`src/hdl/ief_consts.svh`:
```
`ifndef IEF_CONSTS_SVH
`define IEF_CONSTS_SVH

// bus geometry: byte address, each register one aligned word, index = address / 4
`define IEF_ADDR_W        18
`define IEF_DATA_W        32
`define IEF_IDX_W         16
`define IEF_ADDR_LSB      2

// register indices
`define IEF_IDX_CLKSW_EN  16'hFF22
`define IEF_IDX_SER_EN    16'hFF23
`define IEF_IDX_KEY_EN    16'hFF24
`define IEF_IDX_TMR_EN    16'hFF25
`define IEF_IDX_CLKSW_FLG 16'hFF26
`define IEF_IDX_SER_FLG   16'hFF27
`define IEF_IDX_KEY_FLG   16'hFF28
`define IEF_IDX_TMR_FLG   16'hFF29

// implemented bits of each group; the rest read as zero
`define IEF_MASK_CLKSW    8'h7F
`define IEF_MASK_SER      8'h3F
`define IEF_MASK_KEY      8'hFF
`define IEF_MASK_TMR      8'hFF
`define IEF_RESET_VAL     8'h00

// clock timer and stopwatch group
`define IEF_BIT_CT1       0
`define IEF_BIT_CT2       1
`define IEF_BIT_CT8       2
`define IEF_BIT_CT32      3
`define IEF_BIT_SW1       4
`define IEF_BIT_SW10      5
`define IEF_BIT_SW100     6

// serial group
`define IEF_BIT_S0TX      0
`define IEF_BIT_S0RX      1
`define IEF_BIT_S0ERR     2
`define IEF_BIT_S1TX      3
`define IEF_BIT_S1RX      4
`define IEF_BIT_S1ERR     5

// number of source groups and of programmable timers covered
`define IEF_GROUPS        4
`define IEF_TIMERS        4

`endif

```
`src/hdl/ief_pkg.sv`:
```
package ief_pkg;

  typedef enum logic [1:0] {
    IEF_BUS_IDLE = 2'b01,
    IEF_BUS_ACK  = 2'b10
  } ief_bus_state_type;

  typedef struct packed {
    ief_bus_state_type state;
    logic [31:0]       readData;
  } ief_bus_struct_type;

  typedef struct packed {
    logic [7:0] flags;
  } ief_flag_struct_type;

  typedef struct packed {
    logic [3:0][7:0] enables;
    logic [3:0][7:0] irqReq;
    logic            anyIrq;
  } ief_core_struct_type;

endpackage

```
`src/hdl/ief_flag_reg.sv`:
```
module ief_flag_reg #(
  parameter logic [7:0] VALID_MASK = 8'hFF
) (
  input  wire logic       core_clk,
  input  wire logic       sys_rst,
  input  wire logic [7:0] setEvt,
  input  wire logic       clrStb,
  input  wire logic [7:0] clrData,
  output logic      [7:0] flags
);
  import ief_pkg::*;

  ief_flag_struct_type cur_ff;
  ief_flag_struct_type nxt_cur;

  always_comb begin
    nxt_cur = cur_ff;
    for (int i = 0; i < 8; i++) begin
      // an event in the clearing cycle survives: set beats clear
      if (!VALID_MASK[i]) begin
        nxt_cur.flags[i] = 1'b0;
      end else if (setEvt[i]) begin
        nxt_cur.flags[i] = 1'b1;
      end else if (clrStb && clrData[i]) begin
        nxt_cur.flags[i] = 1'b0;
      end
    end
  end

  always_ff @(posedge core_clk or posedge sys_rst) begin
    if (sys_rst) begin
      cur_ff <= '0;
    end else begin
      cur_ff <= nxt_cur;
    end
  end

  assign flags = cur_ff.flags;

endmodule

```
`src/hdl/ief_avmm_slave.sv`:
```
module ief_avmm_slave (
  input  wire logic        core_clk,
  input  wire logic        sys_rst,
  input  wire logic        avs_read,
  input  wire logic        avs_write,
  input  wire logic [3:0]  avs_byteenable,
  input  wire logic [7:0]  rdValue,
  output logic             avs_waitrequest,
  output logic      [31:0] avs_readdata,
  output logic             wrStb
);
  import ief_pkg::*;

  ief_bus_struct_type cur_ff;
  ief_bus_struct_type nxt_cur;

  always_comb begin
    nxt_cur = cur_ff;
    case (cur_ff.state)
      IEF_BUS_IDLE: begin
        if (avs_read || avs_write) begin
          nxt_cur.state = IEF_BUS_ACK;
        end
        if (avs_read) begin
          nxt_cur.readData = {24'h000000, rdValue};
        end
      end
      IEF_BUS_ACK: begin
        nxt_cur.state = IEF_BUS_IDLE;
      end
      default: begin
        nxt_cur.state = IEF_BUS_IDLE;
      end
    endcase
  end

  always_ff @(posedge core_clk or posedge sys_rst) begin
    if (sys_rst) begin
      cur_ff <= '{state: IEF_BUS_IDLE, readData: 32'h00000000};
    end else begin
      cur_ff <= nxt_cur;
    end
  end

  // one wait cycle, then a single acknowledge cycle
  assign avs_waitrequest = (cur_ff.state != IEF_BUS_ACK);
  assign avs_readdata    = cur_ff.readData;
  assign wrStb           = (cur_ff.state == IEF_BUS_ACK) && avs_write && avs_byteenable[0];

endmodule

```
`src/hdl/ief_irq_enable_flag_bank.sv`:
```
`include "ief_consts.svh"

// Operation
// - serial enable D3..D0: s1 tx, s0 err/rx/tx
// - key line n: enable and flag bit n
// - timer n: compare bit 2n+1, underflow 2n
// - enables read/write, 1 permits, reset zero
// - flag reads one once its event occurred
// - writing one clears flag, zero keeps it
// - clock timer flags 32/8/2/1 Hz in D3..D0
// - stopwatch flags 100/10/1 Hz in D6..D4
// - serial flags D5..D0, D7..D6 read zero
// - timer flags, timer 3 compare in D7
// - reset clears every factor flag
// - serial enable D5 s1 err, D4 s1 rx
module ief_irq_enable_flag_bank (
  input  wire logic                   core_clk,
  input  wire logic                   sys_rst,
  input  wire logic [`IEF_ADDR_W-1:0] avs_address,
  input  wire logic                   avs_read,
  input  wire logic                   avs_write,
  input  wire logic [31:0]            avs_writedata,
  input  wire logic [3:0]             avs_byteenable,
  output logic      [31:0]            avs_readdata,
  output logic                        avs_waitrequest,
  input  wire logic [3:0]             clkTimerEvt,
  input  wire logic [2:0]             stopwatchEvt,
  input  wire logic [2:0]             ser0Evt,
  input  wire logic [2:0]             ser1Evt,
  input  wire logic [7:0]             keyLineEvt,
  input  wire logic [3:0]             progTimerUflowEvt,
  input  wire logic [3:0]             progTimerCmpEvt,
  output logic      [7:0]             clkSwIrqReq,
  output logic      [7:0]             serialIrqReq,
  output logic      [7:0]             keyLineIrqReq,
  output logic      [7:0]             progTimerIrqReq,
  output logic                        anyIrqReq
);
  import ief_pkg::*;

  localparam logic [3:0][7:0] GROUP_MASK = {`IEF_MASK_TMR, `IEF_MASK_KEY,
                                            `IEF_MASK_SER, `IEF_MASK_CLKSW};

  ief_core_struct_type    cur_ff;
  ief_core_struct_type    nxt_cur;
  logic [3:0][7:0]        groupEvt;
  logic [3:0][7:0]        groupFlags;
  logic [7:0]             regSelRd;
  logic [7:0]             regSelWr;
  logic [7:0]             rdValue;
  logic                   wrStb;
  logic [7:0]             wrData;

  // one-hot register select: bits 3..0 enables, bits 7..4 flags
  function automatic logic [7:0] regSel(input logic [`IEF_ADDR_W-1:0] addr);
    logic [`IEF_IDX_W-1:0] idx;
    idx = addr[`IEF_ADDR_W-1:`IEF_ADDR_LSB];
    regSel = 8'h00;
    case (idx)
      `IEF_IDX_CLKSW_EN:  regSel = 8'h01;
      `IEF_IDX_SER_EN:    regSel = 8'h02;
      `IEF_IDX_KEY_EN:    regSel = 8'h04;
      `IEF_IDX_TMR_EN:    regSel = 8'h08;
      `IEF_IDX_CLKSW_FLG: regSel = 8'h10;
      `IEF_IDX_SER_FLG:   regSel = 8'h20;
      `IEF_IDX_KEY_FLG:   regSel = 8'h40;
      `IEF_IDX_TMR_FLG:   regSel = 8'h80;
      default:            regSel = 8'h00;
    endcase
  endfunction

  // gather the source events into register bit order
  always_comb begin
    groupEvt = '0;
    groupEvt[0][`IEF_BIT_CT1]   = clkTimerEvt[0];
    groupEvt[0][`IEF_BIT_CT2]   = clkTimerEvt[1];
    groupEvt[0][`IEF_BIT_CT8]   = clkTimerEvt[2];
    groupEvt[0][`IEF_BIT_CT32]  = clkTimerEvt[3];
    groupEvt[0][`IEF_BIT_SW1]   = stopwatchEvt[0];
    groupEvt[0][`IEF_BIT_SW10]  = stopwatchEvt[1];
    groupEvt[0][`IEF_BIT_SW100] = stopwatchEvt[2];
    groupEvt[1][`IEF_BIT_S0TX]  = ser0Evt[0];
    groupEvt[1][`IEF_BIT_S0RX]  = ser0Evt[1];
    groupEvt[1][`IEF_BIT_S0ERR] = ser0Evt[2];
    groupEvt[1][`IEF_BIT_S1TX]  = ser1Evt[0];
    groupEvt[1][`IEF_BIT_S1RX]  = ser1Evt[1];
    groupEvt[1][`IEF_BIT_S1ERR] = ser1Evt[2];
    groupEvt[2]                 = keyLineEvt;
    for (int n = 0; n < `IEF_TIMERS; n++) begin
      groupEvt[3][2*n]   = progTimerUflowEvt[n];
      groupEvt[3][2*n+1] = progTimerCmpEvt[n];
    end
  end

  assign regSelRd = regSel(avs_address);
  assign regSelWr = regSel(avs_address);
  assign wrData   = avs_writedata[7:0];

  ief_avmm_slave u_bus (
    .core_clk        (core_clk),
    .sys_rst         (sys_rst),
    .avs_read        (avs_read),
    .avs_write       (avs_write),
    .avs_byteenable  (avs_byteenable),
    .rdValue         (rdValue),
    .avs_waitrequest (avs_waitrequest),
    .avs_readdata    (avs_readdata),
    .wrStb           (wrStb)
  );

  genvar g;
  generate
    for (g = 0; g < `IEF_GROUPS; g++) begin : gen_flags
      ief_flag_reg #(
        .VALID_MASK (GROUP_MASK[g])
      ) u_flag (
        .core_clk (core_clk),
        .sys_rst  (sys_rst),
        .setEvt   (groupEvt[g]),
        .clrStb   (wrStb && regSelWr[4+g]),
        .clrData  (wrData),
        .flags    (groupFlags[g])
      );
    end
  endgenerate

  // read mux; unmapped addresses read zero
  always_comb begin
    rdValue = 8'h00;
    for (int i = 0; i < `IEF_GROUPS; i++) begin
      if (regSelRd[i]) begin
        rdValue = cur_ff.enables[i];
      end
      if (regSelRd[4+i]) begin
        rdValue = groupFlags[i];
      end
    end
  end

  always_comb begin
    nxt_cur = cur_ff;
    for (int i = 0; i < `IEF_GROUPS; i++) begin
      if (wrStb && regSelWr[i]) begin
        // unimplemented enable bits stay zero
        nxt_cur.enables[i] = wrData & GROUP_MASK[i];
      end
      nxt_cur.irqReq[i] = groupFlags[i] & cur_ff.enables[i];
    end
    nxt_cur.anyIrq = |(groupFlags & cur_ff.enables);
  end

  always_ff @(posedge core_clk or posedge sys_rst) begin
    if (sys_rst) begin
      cur_ff <= '0;
    end else begin
      cur_ff <= nxt_cur;
    end
  end

  assign clkSwIrqReq     = cur_ff.irqReq[0];
  assign serialIrqReq    = cur_ff.irqReq[1];
  assign keyLineIrqReq   = cur_ff.irqReq[2];
  assign progTimerIrqReq = cur_ff.irqReq[3];
  assign anyIrqReq       = cur_ff.anyIrq;

endmodule

```
`config.mk`:
```
export PLATFORM = sky130hd
export DESIGN_NAME = ief_irq_enable_flag_bank
export DESIGN_NICKNAME = d
export VERILOG_FILES = /design/src/hdl/ief_pkg.sv /design/src/hdl/ief_flag_reg.sv /design/src/hdl/ief_avmm_slave.sv /design/src/hdl/ief_irq_enable_flag_bank.sv
export VERILOG_INCLUDE_DIRS = /design/src /design/src/hdl
export SDC_FILE = /design/constraint.sdc
export NUM_CORES = 1
export LEC_CHECK = 0
export BUFFER_PORTS_ARGS = -buffer_cell sky130_fd_sc_hd__buf_2
export CAP_MARGIN = 5
export CORE_MARGIN = 2
export CORE_UTILIZATION = 51
export DETAILED_ROUTE_END_ITERATION = 16
export PLACE_DENSITY = 0.8
export SYNTH_ARGS = -nofsm -noshare
export SYNTH_HDL_FRONTEND = slang
export SYNTH_SLANG_ARGS = --single-unit
export TNS_END_PERCENT = 1
```
`constraint.sdc`:
```
create_clock -name core_clk -period 3.9 [get_ports core_clk]
set_input_delay 0.195 -clock core_clk [delete_from_list [all_inputs] [get_ports core_clk]]
set_output_delay 0.195 -clock core_clk [all_outputs]
set_load 0.02 [all_outputs]
```
==> results_dict.tcl <==
set metrics [dict create \
    port_buffers 96 \
    final.setup.worst_slack_ps 1220 \
    cts_tree "built" \
    p_sw_mw 0.566 \
    fin_nets 592 \
    die_x_um 101 \
    cts_root_buf "clkbuf_8" \
    hold_path_class "in2reg" \
    syn_area_per_cell_um2 11.0 \
    hpwl_mm 8.17 \
    fp.dieH_um 101 \
    fin_area_um2 5280 \
    cp.required_ps 4150 \
    pin_count 153 \
    seqPwrFrac_pct 54.0 \
    placed_cell_area_um2 4990 \
    finalSetupTns_ps 0 \
    diodes 0 \
    syn_inst 434 \
    crit_slowest_cell "nor2_1" \
    yosysMostFrequentCell "dfrtp_1" \
    vias 3505 \
    antenna_left 0 \
    hold_start "clkTimerEvt[0]" \
    p_per_area_nw_per_um2 372 \
    routed_wl_mm 11.1 \
    drt_first_pass_iters 8 \
    antenna_found_initial 0 \
    global_route.usage.total_pct 22.7 \
    post_cts_buffers 0 \
    regArea_um2 2450 \
    insertion_delay_ps 370 \
    utilization_pct 57.6 \
    power_mw 1.96 \
    tightest_slew_ps 856 \
    worstSetupStartpointType "input port" \
    min_path_cells 2 \
    grt_pass1_wl_mm 17.5 \
    synth_top_area_cell "dfrtp_1" \
    fin_skew_ps 14.0 \
    cts_buffer_depth 2 \
    grt_max_degree 47 \
    layout.cells.non_filler 621 \
    critPathMaxStageDelay_ps 870 \
    path_max_fanout 19 \
    synth_cell_types 44 \
    avgRoutedWirePerCell_um 17.8 \
    rsz0062_at_grt "no" \
    cp-end-kind "flop" \
    path_class "in2reg" \
    drv_cap 0 \
    multi_input_area_um2 1840 \
    synthTopCellsByArea "dfrtp_1 (51%), buf_4 (10%), mux2_2 (7.1%)" \
    async_flop_share_pct 100 \
    rows 35 \
    r2r-start "cur_ff[61]$_DFFE_PP0P_" \
    first_iter_violations 200 \
    power.share.combinational_pct 13.3 \
    worst_ir_drop_vdd_mv 0.247 \
    hold_end "gen_flags[0].u_flag.flags[0]$_DFFE_PP0P_" \
    p_int_mw 1.39 \
    path_clk_slew_ps 110 \
    synth_common_cells "dfrtp_1 (97), buf_4 (64), nand2_1 (38), and2_1 (31), mux2_2 (30)" \
    period_minus_slack_ps 2680 \
    vias_per_cell 5.64 \
    ctsResizeCount 0 \
    synthFlopType "dfrtp_1" \
    drive_above_1_share_pct 31.4 \
    synth-edff-count 0 \
    core_um2 9150 \
    grt_pass1_vias 3379 \
    critPathTopFamily "simple AND/OR/NAND/NOR gates" \
    final_hold_viol_count 0 \
    cts_buffers 9 \
    post-route-drc-count 0 \
    cts.sinks 98 \
    ys_ff_latch 98 \
    setup_viol 0 \
    hold_buffers 5 \
    fill_cells 776 \
    switching_share_pct 28.9 \
    p_leak_nw 2.63 \
    fin_crit_sh_pct 68.8 \
    worst_hold_slack_ps 1.46 \
    pwr-share-clk_pct 32.6 \
    htreeDepth 3 \
    fmax_mhz 373 \
    die_area_um2 10200 \
    cp_num_buf_inv 1 \
    outcome "finished clean" \
    r2r_slack_ps 1610 \
    cp.arrival_ps 2930 \
    area_growth_pct 10.5 \
    synth-seq-area-share_pct 51.4 \
    place_congestion 0.888 \
    post-place-ws_ps 976 \
    dp.cells 596 \
    yosysTopAreaCellShare_pct 50.8 \
    rr_worst_depth 4 \
    drv_slew 0 \
    grt-ovfl-total 0 \
    start_util_pct 52.2 \
    yosysWarnings 0 \
    worstReg2RegEnd "anyIrqReq$_DFF_PP0_" \
    relSlewSlack_pct 42.7 \
    cp_cell_sequence "buf_2 -> nor4bb_1 -> nand4_1 -> nor2_1 -> mux2_2" \
    synth_area_um2 4770 \
]
-- cell usage in the layout (no fill, tap or decap), drive strengths merged, types with 10 or more instances in the layout --
cell type	count
dfrtp	97
conb	27
clkbuf	10
a21o	24
and2	31
buf	99
nor2	17
mux2	30
nand2	38
inv	17
-- routing by layer --
layer / vias up / track usage, % / wire length (um)
met5: - / 0 / 0
met4: 0 / 8.85 / 278
met3: 23 / 3.95 / 779
met2: 177 / 37.4 / 5470
met1: 1727 / 30.1 / 4540
li1: 1578 / - / -
-- kinds of logic after synthesis --
family          Yosys count  synth area share, %
compound gates           74                 11.0
buf+inv                  89                 12.1
flops                    98                 51.4
mux                      36                 8.86
other cells               1               0.0785
simple gates            136                 16.5
-- worst max-delay path by stage --
stage	start	to	slack (ps)	cells past startpoint
finish	avs_address[4]	cur_ff[60]$_DFFE_PP0P_	1220	5
global route	avs_address[4]	cur_ff[60]$_DFFE_PP0P_	1170	5
CTS	avs_address[4]	cur_ff[60]$_DFFE_PP0P_	1330	5
detailed placement	avs_address[4]	cur_ff[57]$_DFFE_PP0P_	980	5
global placement	avs_address[4]	cur_ff[58]$_DFFE_PP0P_	1080	5
floorplan	sys_rst	anyIrqReq$_DFF_PP0_	1140	1
-- state kept, by name, indices dropped and copies added, names as in the netlist --
signal                  flops
anyIrqReq                   1
clkSwIrqReq                 7
cur_ff                     29
gen_flags.u_flag.flags     29
keyLineIrqReq               8
progTimerIrqReq             8
serialIrqReq                6
u_bus.avs_readdata          8
u_bus.cur_ff                2
-- power by group through the flow --
stage	registers, mW	clock network [mW]	logic (mW)
2_1_floorplan	1.07	0	0.203
3_3_place_gp	1.08	0	0.247
3_5_place_dp	1.08	0	0.254
4_1_cts	1.06	0.649	0.258
5_1_grt	1.06	0.689	0.287
6_report	1.06	0.640	0.262
-- layout make-up --
class | instances | share of cell area, %
inverter | 15 | 1.09
sequential | 98 | 46.5
multi-input combinational | 273 | 34.9
timing repair buffer | 108 | 11.2
clock inverter | 6 | 1.07
clock buffer | 10 | 2.61
tap | 111 | 2.63
No activity file was read; power rests on OpenSTA's default activity.
